--- config.mk ---
export PLATFORM = sky130hd
export DESIGN_NAME = psw_wave
export DESIGN_NICKNAME = d
export VERILOG_FILES = /design/src/psw_pkg.sv /design/src/psw_wave.sv
export SDC_FILE = /design/constraint.sdc
export NUM_CORES = 1
export LEC_CHECK = 0
export ABC_AREA = 1
export BUFFER_PORTS_ARGS = -buffer_cell sky130_fd_sc_hd__buf_2
export CAP_MARGIN = 20
export CORE_MARGIN = 8
export CORE_UTILIZATION = 48
export CTS_CLUSTER_DIAMETER = 40
export CTS_CLUSTER_SIZE = 28
export DETAILED_ROUTE_END_ITERATION = 12
export GPL_TIMING_DRIVEN = 1
export PLACE_DENSITY_LB_ADDON = 0.12
export SETUP_SLACK_MARGIN = 0.05
export SLEW_MARGIN = 20
export SYNTH_ARGS = -nofsm -noshare
export SYNTH_HDL_FRONTEND = slang
export SYNTH_SLANG_ARGS = --single-unit
--- constraint.sdc ---
create_clock -name mclk -period 4.93 [get_ports mclk]
set_clock_uncertainty 0.2 [all_clocks]
set_input_delay 0.493 -clock mclk [delete_from_list [all_inputs] [get_ports mclk]]
set_output_delay 0.493 -clock mclk [all_outputs]
set_load 0.1 [all_outputs]
--- src/psw_pkg.sv ---
// constants, register map and carrier types of the pwm waveform block
package psw_pkg;

  // ==========================================================
  // register bus
  localparam int ADDR_W = 4;
  localparam int DATA_W = 8;

  localparam logic [3:0] ADDR_CTRL = 4'h0;
  localparam logic [3:0] ADDR_DB_RISE = 4'h1;
  localparam logic [3:0] ADDR_DB_FALL = 4'h2;
  localparam logic [3:0] ADDR_FRAC = 4'h3;
  localparam logic [3:0] ADDR_STEER = 4'h4;
  localparam logic [3:0] ADDR_STEER2 = 4'h5;
  localparam logic [3:0] ADDR_STATUS = 4'h6;
  localparam logic [3:0] ADDR_FCOUNT = 4'h7;

  // ==========================================================
  // field positions
  localparam int CTRL_MODE_LSB = 0;
  localparam int CTRL_MODE_MSB = 2;
  localparam int CTRL_DBR_EN = 3;
  localparam int CTRL_DBF_EN = 4;
  localparam int STR2_HS_EN = 0;
  localparam int STR2_LS_EN = 1;
  localparam int STAT_DB_BUSY = 6;
  localparam int STAT_QUAL = 7;

  // ==========================================================
  // reset values
  localparam logic [7:0] RST_BYTE = 8'h00;
  localparam logic [5:0] RST_STEER = 6'h00;
  localparam logic [3:0] RST_NIBBLE = 4'h0;

  // ==========================================================
  // mode codes held in the control register
  localparam logic [2:0] MODE_OFF = 3'h0;
  localparam logic [2:0] MODE_SKIP_SINGLE = 3'h1;
  localparam logic [2:0] MODE_SKIP_COMP = 3'h2;
  localparam logic [2:0] MODE_FB_FWD = 3'h3;
  localparam logic [2:0] MODE_FB_REV = 3'h4;
  localparam logic [2:0] MODE_VF_SINGLE = 3'h5;
  localparam logic [2:0] MODE_VF_COMP = 3'h6;
  localparam logic [2:0] MODE_THREE_PH = 3'h7;

  // ==========================================================
  // types
  typedef enum logic [2:0] {
    PSW_OFF, PSW_SKIP_SINGLE, PSW_SKIP_COMP, PSW_FB_FWD,
    PSW_FB_REV, PSW_VF_SINGLE, PSW_VF_COMP, PSW_THREE_PH
  } psw_mode_e;

  typedef enum logic [1:0] {DB_IDLE, DB_RISE, DB_FALL} psw_db_e;

  typedef struct packed {
    logic [3:0] addr;
    logic [7:0] wdata;
    logic wr;
    logic rd;
  } psw_bus_s;

  typedef struct packed {
    logic period;
    logic rise;
    logic fall;
    logic rise_src;
  } psw_events_s;

  // bit 0 is output_a
  typedef struct packed {
    logic output_f;
    logic output_e;
    logic output_d;
    logic output_c;
    logic output_b;
    logic output_a;
  } psw_pins_s;

endpackage

--- src/psw_wave.sv ---
// waveform generation for one switch-mode pwm instance
//
// Implementation choices: the register addresses and strobed register access.
`timescale 1ns/1ns

module psw_wave (
  input wire mclk,
  input wire rst,
  input psw_pkg::psw_bus_s bus,
  input psw_pkg::psw_events_s ev,
  output logic [7:0] rdata,
  output psw_pkg::psw_pins_s pins,
  output logic frac_carry
);

  // ==========================================================
  // decoding helpers
  function automatic psw_pkg::psw_mode_e decode_mode(
    input logic [2:0] c
  );
    decode_mode = psw_pkg::PSW_OFF;
    unique case (c)
      psw_pkg::MODE_OFF: decode_mode = psw_pkg::PSW_OFF;
      psw_pkg::MODE_SKIP_SINGLE: decode_mode = psw_pkg::PSW_SKIP_SINGLE;
      psw_pkg::MODE_SKIP_COMP: decode_mode = psw_pkg::PSW_SKIP_COMP;
      psw_pkg::MODE_FB_FWD: decode_mode = psw_pkg::PSW_FB_FWD;
      psw_pkg::MODE_FB_REV: decode_mode = psw_pkg::PSW_FB_REV;
      psw_pkg::MODE_VF_SINGLE: decode_mode = psw_pkg::PSW_VF_SINGLE;
      psw_pkg::MODE_VF_COMP: decode_mode = psw_pkg::PSW_VF_COMP;
      psw_pkg::MODE_THREE_PH: decode_mode = psw_pkg::PSW_THREE_PH;
    endcase
  endfunction

  // lowest set steering bit wins, so stray extra bits stay harmless
  function automatic logic [5:0] low_bit(input logic [5:0] s);
    low_bit = s & 6'(~s + 6'h01);
  endfunction

  // high-side output of the chosen pair (a, c, e)
  function automatic logic [5:0] tp_high(input logic [5:0] s);
    tp_high = 6'h00;
    unique case (low_bit(s))
      6'h01, 6'h02: tp_high = 6'h01;
      6'h04, 6'h08: tp_high = 6'h04;
      6'h10, 6'h20: tp_high = 6'h10;
      default: tp_high = 6'h00;
    endcase
  endfunction

  // low-side output of the chosen pair (b, d, f)
  function automatic logic [5:0] tp_low(input logic [5:0] s);
    tp_low = 6'h00;
    unique case (low_bit(s))
      6'h01, 6'h20: tp_low = 6'h08;
      6'h02, 6'h04: tp_low = 6'h20;
      6'h08, 6'h10: tp_low = 6'h02;
      default: tp_low = 6'h00;
    endcase
  endfunction

  // ==========================================================
  // software registers
  logic [7:0] ctrl;
  logic [7:0] db_rise_time;
  logic [7:0] db_fall_time;
  logic [3:0] frac_adj;
  logic [5:0] steer;
  logic hs_en;
  logic ls_en;

  always_ff @(posedge mclk) begin
    if (rst) begin
      ctrl <= psw_pkg::RST_BYTE;
      db_rise_time <= psw_pkg::RST_BYTE;
      db_fall_time <= psw_pkg::RST_BYTE;
      frac_adj <= psw_pkg::RST_NIBBLE;
      steer <= psw_pkg::RST_STEER;
      hs_en <= 1'b0;
      ls_en <= 1'b0;
    end else if (bus.wr) begin
      unique case (bus.addr)
        psw_pkg::ADDR_CTRL: ctrl <= bus.wdata;
        psw_pkg::ADDR_DB_RISE: db_rise_time <= bus.wdata;
        psw_pkg::ADDR_DB_FALL: db_fall_time <= bus.wdata;
        psw_pkg::ADDR_FRAC: frac_adj <= bus.wdata[3:0];
        psw_pkg::ADDR_STEER: steer <= bus.wdata[5:0];
        psw_pkg::ADDR_STEER2: begin
          hs_en <= bus.wdata[psw_pkg::STR2_HS_EN];
          ls_en <= bus.wdata[psw_pkg::STR2_LS_EN];
        end
        default: ;
      endcase
    end
  end

  // ==========================================================
  // mode decode
  psw_pkg::psw_mode_e mode;
  logic skip_mode;
  logic vf_mode;
  logic comp_mode;
  logic fb_mode;
  logic dir_req;

  assign mode = decode_mode(
    ctrl[psw_pkg::CTRL_MODE_MSB:psw_pkg::CTRL_MODE_LSB]);
  assign skip_mode = (mode == psw_pkg::PSW_SKIP_SINGLE) ||
                     (mode == psw_pkg::PSW_SKIP_COMP);
  assign vf_mode = (mode == psw_pkg::PSW_VF_SINGLE) ||
                   (mode == psw_pkg::PSW_VF_COMP);
  // only the complementary modes offer dead band on events
  assign comp_mode = (mode == psw_pkg::PSW_SKIP_COMP) ||
                     (mode == psw_pkg::PSW_VF_COMP);
  assign fb_mode = (mode == psw_pkg::PSW_FB_FWD) ||
                   (mode == psw_pkg::PSW_FB_REV);
  assign dir_req = (mode == psw_pkg::PSW_FB_REV);

  // ==========================================================
  // pulse qualification
  // source caught at period; a phase-derived one would be constant
  logic qual;
  logic set_evt;
  logic clr_evt;
  logic lvl;

  always_ff @(posedge mclk) begin
    if (rst) begin
      qual <= 1'b0;
    end else if (!skip_mode) begin
      qual <= 1'b0;
    end else if (ev.period) begin
      qual <= ev.rise_src;
    end else if (set_evt) begin
      qual <= 1'b0;
    end
  end

  // ==========================================================
  // event selection per mode
  always_comb begin
    set_evt = 1'b0;
    clr_evt = 1'b0;
    unique case (mode)
      psw_pkg::PSW_OFF: ;
      psw_pkg::PSW_SKIP_SINGLE, psw_pkg::PSW_SKIP_COMP: begin
        set_evt = ev.rise && qual;
        clr_evt = ev.fall;
      end
      psw_pkg::PSW_VF_SINGLE, psw_pkg::PSW_VF_COMP: begin
        set_evt = ev.period && !lvl;
        clr_evt = ev.period && lvl;
      end
      psw_pkg::PSW_FB_FWD, psw_pkg::PSW_FB_REV, psw_pkg::PSW_THREE_PH: begin
        set_evt = ev.rise;
        clr_evt = ev.fall;
      end
    endcase
  end

  // modulated level; a fall beside a rise wins, off is safe for the stage
  always_ff @(posedge mclk) begin
    if (rst) begin
      lvl <= 1'b0;
    end else if (mode == psw_pkg::PSW_OFF || clr_evt) begin
      lvl <= 1'b0;
    end else if (set_evt) begin
      lvl <= 1'b1;
    end
  end

  // ==========================================================
  // dead band
  psw_pkg::psw_db_e db_st;
  logic [7:0] dbc;
  logic [7:0] db_limit;
  logic db_done;
  logic fb_dir;

  assign db_limit = (db_st == psw_pkg::DB_RISE) ? db_rise_time
                                                 : db_fall_time;
  assign db_done = (db_st != psw_pkg::DB_IDLE) && (dbc == db_limit);

  // in the complementary modes a new event terminates any running count and restarts (overlap cases)
  always_ff @(posedge mclk) begin
    if (rst) begin
      db_st <= psw_pkg::DB_IDLE;
      dbc <= psw_pkg::RST_BYTE;
    end else if (comp_mode && clr_evt) begin
      db_st <= ctrl[psw_pkg::CTRL_DBF_EN] ? psw_pkg::DB_FALL
                                          : psw_pkg::DB_IDLE;
      dbc <= psw_pkg::RST_BYTE;
    end else if (comp_mode && set_evt) begin
      db_st <= ctrl[psw_pkg::CTRL_DBR_EN] ? psw_pkg::DB_RISE
                                          : psw_pkg::DB_IDLE;
      dbc <= psw_pkg::RST_BYTE;
    end else if (fb_mode && db_st == psw_pkg::DB_IDLE &&
                 dir_req != fb_dir) begin
      db_st <= dir_req ? psw_pkg::DB_FALL : psw_pkg::DB_RISE;
      dbc <= psw_pkg::RST_BYTE;
    end else if (!(comp_mode || fb_mode) || db_done) begin
      db_st <= psw_pkg::DB_IDLE;
      dbc <= psw_pkg::RST_BYTE;
    end else if (db_st != psw_pkg::DB_IDLE) begin
      dbc <= 8'(dbc + 8'h01);
    end
  end

  // bridge direction only changes once its dead time has run out
  always_ff @(posedge mclk) begin
    if (rst) begin
      fb_dir <= 1'b0;
    end else if (fb_mode && db_done) begin
      fb_dir <= dir_req;
    end
  end

  // ==========================================================
  // fractional frequency counter
  logic [3:0] ffc;

  always_ff @(posedge mclk) begin
    if (rst) begin
      ffc <= psw_pkg::RST_NIBBLE;
      frac_carry <= 1'b0;
    end else if (vf_mode && ev.period) begin
      {frac_carry, ffc} <= {1'b0, ffc} + {1'b0, frac_adj};
    end else begin
      frac_carry <= 1'b0;
    end
  end

  // ==========================================================
  // output mapping
  logic prim;
  logic comp;
  logic [5:0] next_out;
  logic [5:0] tp_hi;
  logic [5:0] tp_lo;
  logic hi_drive;
  logic lo_drive;

  assign prim = lvl && (db_st != psw_pkg::DB_RISE);
  assign comp = !lvl && (db_st != psw_pkg::DB_FALL);
  assign tp_hi = tp_high(steer);
  assign tp_lo = tp_low(steer);
  // an unmodulated side sits at its rising-event state
  assign hi_drive = hs_en ? lvl : 1'b1;
  assign lo_drive = ls_en ? lvl : 1'b1;

  always_comb begin
    next_out = 6'h00;
    unique case (mode)
      psw_pkg::PSW_OFF: ;
      psw_pkg::PSW_SKIP_SINGLE, psw_pkg::PSW_VF_SINGLE: begin
        next_out[0] = lvl;
      end
      psw_pkg::PSW_SKIP_COMP, psw_pkg::PSW_VF_COMP: begin
        next_out[0] = prim;
        next_out[1] = comp;
      end
      psw_pkg::PSW_FB_FWD, psw_pkg::PSW_FB_REV: begin
        // all four off while the direction dead time runs
        if (db_st == psw_pkg::DB_IDLE && fb_dir == dir_req) begin
          if (!fb_dir) begin
            next_out[0] = lvl;
            next_out[3] = 1'b1;
          end else begin
            next_out[1] = lvl;
            next_out[2] = 1'b1;
          end
        end
      end
      psw_pkg::PSW_THREE_PH: begin
        next_out = (tp_hi & {6{hi_drive}}) |
                   (tp_lo & {6{lo_drive}});
      end
    endcase
  end

  always_ff @(posedge mclk) begin
    if (rst) begin
      pins <= psw_pkg::psw_pins_s'(6'h00);
    end else begin
      pins <= psw_pkg::psw_pins_s'(next_out);
    end
  end

  // ==========================================================
  // register read port, data only in the cycle after the strobe
  logic [7:0] status;

  assign status = {qual, db_st != psw_pkg::DB_IDLE, 6'(pins)};

  always_ff @(posedge mclk) begin
    if (rst || !bus.rd) begin
      rdata <= psw_pkg::RST_BYTE;
    end else begin
      unique case (bus.addr)
        psw_pkg::ADDR_CTRL: rdata <= ctrl;
        psw_pkg::ADDR_DB_RISE: rdata <= db_rise_time;
        psw_pkg::ADDR_DB_FALL: rdata <= db_fall_time;
        psw_pkg::ADDR_FRAC: rdata <= {4'h0, frac_adj};
        psw_pkg::ADDR_STEER: rdata <= {2'h0, steer};
        psw_pkg::ADDR_STEER2: rdata <= {6'h00, ls_en, hs_en};
        psw_pkg::ADDR_STATUS: rdata <= status;
        psw_pkg::ADDR_FCOUNT: rdata <= {4'h0, ffc};
        default: rdata <= psw_pkg::RST_BYTE;
      endcase
    end
  end

  // ==========================================================
  // checks
  logic [5:0] pins_vec;
  assign pins_vec = 6'(pins);
endmodule

==> results of run 1 <==
-- worst max-delay path by stage --
stage / endpoint / slack [ns] / cells after the start
floorplan: ctrl[5] / 3.18 / 7
global placement: rdata[7] / 2.52 / 4
detailed placement: steer[4] / 2.65 / 5
CTS: dbc[2] / 2.74 / 12
global route: dbc[5] / 2.46 / 12
finish: dbc[2] / 2.75 / 12
-- sequential cells by signal, summed over array words and instances, names as in the netlist --
register      count
frac_adj          4
frac_carry        1
pins              6
dbc               8
lvl               1
mode              3
db_rise_time      8
ctrl              8
ls_en             1
db_fall_time      8
rdata             8
qual              1
ffc               4
steer             6
hs_en             1
db_st             2
fb_dir            1
-- tightest hold or removal path: stages, from the launching register on --
cell and delay [ns]:
dfxtp_1 0.30, inv_1 0.06, a21oi_1 0.05
-- power groups by stage --
| stage | logic [W] | registers (W) | clock network, W |
|---|---|---|---|
| 2_1_floorplan | 0.0000478 | 0.000598 | 0 |
| 3_3_place_gp | 0.0000737 | 0.000598 | 0 |
| 5_1_grt | 0.0000869 | 0.000585 | 0.000516 |
| 6_report | 0.0000781 | 0.000585 | 0.000483 |
| 3_5_place_dp | 0.0000769 | 0.000598 | 0 |
| 4_1_cts | 0.0000771 | 0.000585 | 0.000490 |
-- area by class of cell --
class                      count  area [um^2]  area share
tap                           99        123.9     0.03087
clock buffer                  10        137.6     0.03430
multi-input combinational    346         1783      0.4443
timing repair buffer          35        197.7     0.04927
inverter                      75        281.5     0.07016
sequential                    71         1421      0.3542
clock inverter                 6        67.56     0.01684
-- cells in the mapped netlist (all sizes together) --
library cell  number  area share
inv               75       0.078
o211ai             4      0.0083
nand4              2      0.0035
o2111ai            2      0.0049
nand2             99        0.11
o21ai             46       0.064
xor2               6       0.015
clkbuf             6      0.0066
a221oi             2      0.0049
nand3             46       0.067
ha                 5       0.017
a2111oi            1      0.0024
o221ai             2      0.0049
a211oi             2      0.0042
a21oi             51       0.072
nor2              48       0.058
o22ai             14       0.024
xnor2              2      0.0049
nor3               8       0.012
a311oi             2      0.0049
nor4               1      0.0017
a31oi              1      0.0017
a21o               1      0.0021
fa                 1      0.0055
dfxtp             71        0.39
buf               15       0.027
-- metal layers --
metal  GRT usage  vias up  routed length (um)
met5           0        -                   0
met4     0.06433        0                 168
met3     0.04997       16                 733
met2      0.3227      120                4520
met1      0.2544     1580                4441
li1            -     1741                   -
-- cells by family (layout without fill, tap and decap cells) --
logic type | count (synthesis) | after routing
flops | 71 | 71
compound gates | 128 | 128
xor+xnor | 8 | 8
simple gates | 204 | 204
fa+ha+maj | 6 | 6
buf+inv | 96 | 126
-- metrics by stage --
stage               total power (W)  hold WS, ns
detailed placement        0.0006751       0.2427
global placement          0.0006717       0.2416
CTS                        0.001151       0.2423
global route               0.001188       0.2586
finish                     0.001145       0.2536
floorplan                 0.0006458       0.2297
==> flow_summary.toml, run 1 <==
[placed_design]
dp.cells = 626
post_dp_cell_area_mm2 = 0.003807
io_buffers = 34
dpl.hpwl_mm = 7.662
pre_cts_ws_ns = 2.650
place.gp.congestion = 0.8915

[synth]
ys_ff_latch = 71
synth_compound_gate_area_share = 0.1981
synth_area_mm2 = 0.003607
yosys_warnings = 0
post_synth.cell_area_avg_um2 = 7.032
yosysSeqAreaShare = 0.3940
synth.distinct_cells = 37
syn-num-nets = 539
synthAdderAreaFrac = 0.02289
synth-xor-area-share = 0.01942
synth_top_family_by_area = "simple AND/OR/NAND/NOR gates"
syn-instance-count = 513
synthSimpleGateAreaFrac = 0.2539
yosys-mux-area-fraction = 0

[critical_path]
r2r_cells = 12
start_kind = "register"
worst_setup_path_end_kind = "register"
cp.arrival_ns = 2.23
path_class = "reg2reg"
reg2reg_slack_ns = 2.75
timing.rr.end = "dbc[2]"
cp_slowest_cell = "inv_1"
cp_slowest_stage_delay_ns = 0.32
critical_path.max_fanout = 15
crit_top_cell = "nand2_1"
crit_chain = "inv_1 > nand2_2 > nand2_1 > nand2_1 > nand2_1 > nand2_1 > nor2_1 > nand3_1 > nor2_2 > nor2_4 > nand2_4 > nor2_1"
crit_start = "db_st[1]"
worst-path-buf-inv = 1
crit_family = "simple AND/OR/NAND/NOR gates"
worstPathRequired_ns = 4.97
reg2reg_from = "db_st[1]"

[timing]
hold_viol_final = 0
fin_crit_sh = 0.4427
max_freq_ghz = 0.4581
slew_violations = 0
setup_viol = 0
finalCriticalPeriod_ns = 2.183
tightest_slew_ns = 0.6610
fin_ws_ns = 2.747
rsz0062_at_grt = "false"
relSlewSlack = 0.5577
setup_tns_ns = 0

[route]
drtAntennaViolNets = 0
first_pass_iters = 5
drc_errors = 0
via_count = 3457
viasPerCell = 5.385
drtIter0Drc = 206
wl_per_cell_um = 15.36
wl_mm = 9.863

[pwr]
p_clk_frac = 0.421
p_seq_frac = 0.511
vdd_ir_drop_max_mv = 0.2161
p_leak_nw = 1.664
p_switching_w = 0.0002918
power_switching_share = 0.2548
combPwrFrac = 0.068
internal_power_w = 0.0008536
p_per_area_mw_per_mm2 = 285.5

[floorplan]
core_mm2 = 0.007253
start_util = 0.4973
num_rows = 31
die_h_um = 102.7
die_x_um = 102.7
dieArea_mm2 = 0.01055
io_pins = 35

[cells_and_area]
fillCellCount = 740
synthToLayoutAreaGrowth_pct = 11.24
drive_above_1_share = 0.1344
mostFrequentLayoutCells = "nand2_1, inv_1, dfxtp_1"
mostFrequentLayoutCell = "nand2_1"
postLayoutCoreUtil = 0.5532
antenna_cells = 0
fin_cells = 642
final_nets = 564
fin_area_mm2 = 0.004013

[global_route]
grt_pass1_wl_mm = 16.08
grt_pass1_vias = 3243
grt_overflow_total = 0
antenna_found_initial = 0
grt_usage = 0.2000
grt_max_degree = 27

[clock_network]
cts_inserted_buffers = 9
cts_tree = "done"
clk_latency_ns = 0.36
clock_path_buffers = 2
cts.htree.levels = 3
cts_setup_buffers = 0
cts_root_buffer = "clkbuf_8"
hold_buffers = 0
post_cts_resized = 0
clock_sink_count = 71
clk_pin_slew_ns = 0.08

[worst_hold_path]
hold_path_class = "reg2reg"
min_to = "ctrl[7]"
min_path_cells = 2
hold_start = "ctrl[7]"

[run]
cap_violations = 0

[run_status]
status = "finished clean"
No activity file was read; power rests on OpenSTA's default activity.
==> run 2: changes to the inputs <==
==> constraint.sdc (replaced) <==
create_clock -name mclk -period 2.2 [get_ports mclk]
set_clock_uncertainty 0.2 [all_clocks]
set_input_delay 0.22 -clock mclk [delete_from_list [all_inputs] [get_ports mclk]]
set_output_delay 0.22 -clock mclk [all_outputs]
set_load 0.1 [all_outputs]
==> run 2 against run 1 <==
Compared with the run above: global-route usage up 0.47 points; die area unchanged; clock power grew 87%; cell area rose by 0.41%; cell count is 1.2% higher; sequential share of layout area down 0.14 points; flip-flop and latch count unchanged; critical endpoint is now dbc[4]; largest cell class unchanged.
==> flow_summary.toml, run 2 (synthesis gave the netlist of run 1 again) <==
[route]
drc_errors = 0
drtAntennaViolNets = 0
wl_per_cell_um = 15.15
first_pass_iters = 5
via_count = 3454
viasPerCell = 5.314
drtIter0Drc = 237
wl_mm = 9.850

[cells_and_area]
synthToLayoutAreaGrowth_pct = 11.69
mostFrequentLayoutCells = "nand2_1, inv_1, dfxtp_1"
drive_above_1_share = 0.1379
final_nets = 573
fin_area_mm2 = 0.004029
mostFrequentLayoutCell = "nand2_1"
fillCellCount = 738
antenna_cells = 0

[critical_path]
worstPathRequired_ns = 2.24
crit_start = "db_st[1]"
path_class = "reg2reg"
critical_path.max_fanout = 15
timing.rr.end = "dbc[4]"
reg2reg_from = "db_st[1]"
r2r_cells = 11
start_kind = "register"
worst_setup_path_end_kind = "register"
cp.arrival_ns = 1.90
reg2reg_slack_ns = 0.35

[pwr]
power_switching_share = 0.2646
p_seq_frac = 0.548
vdd_ir_drop_max_mv = 0.2905
internal_power_w = 0.001759
p_per_area_mw_per_mm2 = 593.7
p_clk_frac = 0.377
p_switching_w = 0.0006328
p_leak_nw = 1.672
combPwrFrac = 0.075

[floorplan]
num_rows = 31
die_h_um = 102.7
core_mm2 = 0.007253
io_pins = 35
dieArea_mm2 = 0.01055
die_x_um = 102.7
start_util = 0.4973

[worst_hold_path]
min_path_cells = 3
hold_path_class = "in2reg"
min_to = "qual"
hold_start = "ev[3]"

[clock_network]
clock_sink_count = 71
cts_inserted_buffers = 9
cts_tree = "done"
clk_pin_slew_ns = 0.07
cts_root_buffer = "clkbuf_8"
clk_latency_ns = 0.35
clock_path_buffers = 2
cts.htree.levels = 3

[run]
cap_violations = 0

[global_route]
grt_pass1_vias = 3446
grt_overflow_total = 0
grt_usage = 0.2047
grt_max_degree = 22
antenna_found_initial = 0
grt_pass1_wl_mm = 16.63

[timing]
setup_viol = 0
setup_tns_ns = 0
rsz0062_at_grt = "false"
hold_viol_final = 0
slew_violations = 0
finalCriticalPeriod_ns = 1.853
relSlewSlack = 0.6616
fin_crit_sh = 0.8424
max_freq_ghz = 0.5396
tightest_slew_ns = 0.5057

[placed_design]
post_dp_cell_area_mm2 = 0.003825
place.gp.congestion = 0.9587
io_buffers = 34
dpl.hpwl_mm = 7.591

[run_status]
status = "finished clean"
[run 2: repair_timing]
item / CTS / global route
hold endpoints to repair: 5 / 0
hold buffers: 4 / 0
gates resized for setup: 0 / 0
buffers inserted: 0 / 0
[run 2: stage by stage]
step	utilization	instances	total power [W]	hold slack (ns)	setup WS (ns)
6_report	0.5555	650	0.002392	0.003933	0.3467
5_1_grt	0.5555	650	0.002486	0.01224	0.1509
4_1_cts	0.5555	650	0.002408	0.001477	0.3772
3_3_place_gp	0.5273	631	0.001510	0.2405	0.3267
3_5_place_dp	0.5273	631	0.001513	0.2484	0.2734
2_1_floorplan	-	513	0.001447	0.1762	0.5775
[run 2: worst max path at each step]
stage / endpoint / slack (ns) / cells past startpoint
floorplan: dbc[1] / 0.58 / 11
global placement: db_rise_time[5] / 0.33 / 7
detailed placement: steer[1] / 0.27 / 6
CTS: dbc[4] / 0.38 / 11
global route: dbc[4] / 0.15 / 11
finish: dbc[4] / 0.35 / 11
[run 2: area by class of cell]
type	count	area, um^2	share of cell area
timing repair buffer	44	255.2	0.06335
clock inverter	5	36.28	0.009006
inverter	75	281.5	0.06988
sequential	71	1421	0.3528
tap	99	123.9	0.03075
multi-input combinational	346	1783	0.4425
clock buffer	10	127.6	0.03168
[run 2: worst max-delay path, stage by stage, from the launching register on]
cell and delay [ns]:
dfxtp_1 0.31, inv_1 0.05, nand2_2 0.22, nand2_1 0.11, nand3_1 0.11, nand2_1 0.06, nor2_1 0.17, nand3_1 0.11
nor2_2 0.17, nor2_4 0.06, nand2_4 0.12, nor2_1 0.06
[run 2: power by group through the flow]
stage                     Sequential [W]  Clock (W)  Combinational (W)
after floorplan                  0.00134          0           0.000107
after detailed placement         0.00134          0           0.000172
after global routing             0.00131   0.000970           0.000204
after CTS                        0.00131   0.000919           0.000178
after global placement           0.00134          0           0.000170
final                            0.00131   0.000901           0.000180
[run 2: per-layer routing]
| metal | global-route usage | part of all wire |
|---|---|---|
| met1 | 0.2574 | 0.47 |
| met2 | 0.3337 | 0.45 |
| met3 | 0.04524 | 0.063 |
| met4 | 0.07675 | 0.016 |
| met5 | 0 | 0 |
==> run 3: changes to the inputs <==
==> constraint.sdc (replaced) <==
create_clock -name mclk -period 1.55 [get_ports mclk]
set_clock_uncertainty 0.2 [all_clocks]
set_input_delay 0.155 -clock mclk [delete_from_list [all_inputs] [get_ports mclk]]
set_output_delay 0.155 -clock mclk [all_outputs]
set_load 0.1 [all_outputs]
==> run 3 against run 2 <==
Compared with the run above: the run now ends with negative setup slack left; sequential share of layout area down 6.9 points; via count up 12%; worst setup slack worse by 0.58 ns; combinational power up 96%; clock-buffer cell count unchanged; flip-flop and latch count unchanged; critical path depth up 2; first-iteration DRC count up 0.84%; critical path type unchanged; global-route usage up 2.4 points.
==> flow_summary.toml, run 3 (synthesis gave the netlist of run 1 again) <==
[run]
cap_violations = 0

[floorplan]
dieArea_mm2 = 0.01055
start_util = 0.4973
die_h_um = 102.7
num_rows = 31
io_pins = 35
core_mm2 = 0.007253
die_x_um = 102.7

[pwr]
combPwrFrac = 0.093
p_switching_w = 0.0009989
p_leak_nw = 2.122
vdd_ir_drop_max_mv = 0.5102
internal_power_w = 0.002774
p_per_area_mw_per_mm2 = 741.4
p_clk_frac = 0.414
power_switching_share = 0.2648
p_seq_frac = 0.492

[critical_path]
critical_path.max_fanout = 8
crit_chain = "inv_4 > nand2_4 > buf_6 > nand2_2 > nand2_1 > nand2_1 > nand2_1 > nor2_2 > nand3_2 > nor2_4 > nor2_4 > nand2_4 > nor2_2"
path_class = "reg2reg"
crit_top_cell = "nand2_1"
worstPathRequired_ns = 1.60
crit_family = "simple AND/OR/NAND/NOR gates"
cp_slowest_stage_delay_ns = 0.33
start_kind = "register"
worst-path-buf-inv = 2
cp_slowest_cell = "dfxtp_2"
worst_setup_path_end_kind = "register"
cp.arrival_ns = 1.83

[global_route]
grt_max_degree = 37
grt_pass1_wl_mm = 18.66
grt_usage = 0.2285
antenna_found_initial = 0
grt_pass1_vias = 3897
grt_overflow_total = 0

[cells_and_area]
synthToLayoutAreaGrowth_pct = 41.07
drive_above_1_share = 0.3397
mostFrequentLayoutCell = "nand2_1"
postLayoutCoreUtil = 0.7016
final_nets = 651
fin_cells = 729
mostFrequentLayoutCells = "nand2_1, buf_4, inv_1"
antenna_cells = 0

[route]
viasPerCell = 5.322
wl_per_cell_um = 16.00
first_pass_iters = 5
drtAntennaViolNets = 0
via_count = 3880
drc_errors = 0
drtIter0Drc = 239
wl_mm = 11.67

[placed_design]
place.gp.congestion = 0.8618
dp.cells = 686
dpl.hpwl_mm = 8.146
io_buffers = 34

[clock_network]
cts_inserted_buffers = 9
cts_tree = "done"
clock_sink_count = 71
clk_latency_ns = 0.35
cts.htree.levels = 3
cts_root_buffer = "clkbuf_8"
clk_pin_slew_ns = 0.08
clock_path_buffers = 2

[timing]
rsz0062_at_grt = "true"
finalCriticalPeriod_ns = 1.785
fin_crit_sh = 1.151
relSlewSlack = 0.6585
setup_viol = 15
slew_violations = 0
holdWs_ns = 0.02741
hold_viol_final = 0
max_freq_ghz = 0.5603
tightest_slew_ns = 0.4993
fin_ws_ns = -0.2348
setup_tns_ns = -2.631

[worst_hold_path]
hold_path_class = "in2reg"

[run_status]
violations = "negative setup slack"
status = "complete, but fails checks"
## run 3: path summary, 6_finish.rpt
| path | from | end | slack [ns] | cells past startpoint |
|---|---|---|---|---|
| max | db_st[1] | dbc[5] | -0.23 | 13 |
| min | bus[0] | rdata[1] | 0.03 | 3 |
| max reg2reg | db_st[1] | dbc[5] | -0.23 | 13 |
| min reg2reg | ctrl[6] | ctrl[6] | 0.28 | 2 |
## run 3: repair_timing
| action | in CTS | in global routing |
|---|---|---|
| hold buffers | 14 | 1 |
| pin swaps | 26 | 18 |
| cloned | 1 | 0 |
| endpoints found under the setup margin | 30 | 37 |
| endpoints found under the hold margin | 37 | 2 |
| resized for setup | 68 | 31 |
| setup buffers | 10 | 1 |
## run 3: layout make-up
type,instances,area [um^2]
inverter,75,296.5
tap,99,123.9
sequential,71,1443
clock buffer,10,137.6
clock inverter,6,67.56
multi-input combinational,347,2083
timing repair buffer,121,937.1
fill,632,2165
## run 3: worst min-delay path, delay by kind of cell
| kind | cells | cell delay (ns) |
|---|---|---|
| buf+inv | 1 | 0.08 |
| simple gates | 2 | 0.31 |
## run 3: stage by stage
stage / power [W] / worst slack (ns) / area, um^2
after global placement: 0.002185 / -0.1892 / 4340
after floorplan: 0.002058 / -0.03553 / 3684
after CTS: 0.003758 / -0.2153 / 4967
after detailed placement: 0.002189 / -0.2301 / 4340
after global routing: 0.003902 / -0.3390 / 5089
final: 0.003773 / -0.2348 / 5089
## run 3: power by group through the flow
stage,registers (W),clock network [W],logic [W]
after floorplan,0.00190,0,0.000154
after global placement,0.00190,0,0.000282
after detailed placement,0.00190,0,0.000286
after CTS,0.00186,0.00157,0.000329
after global routing,0.00186,0.00166,0.000382
final,0.00186,0.00156,0.000352
## run 3: metal layers
metal	track usage	wire length [um]
met4	0.1005	303
met1	0.2778	4992
met5	0	0
met3	0.03916	655
met2	0.3861	5713
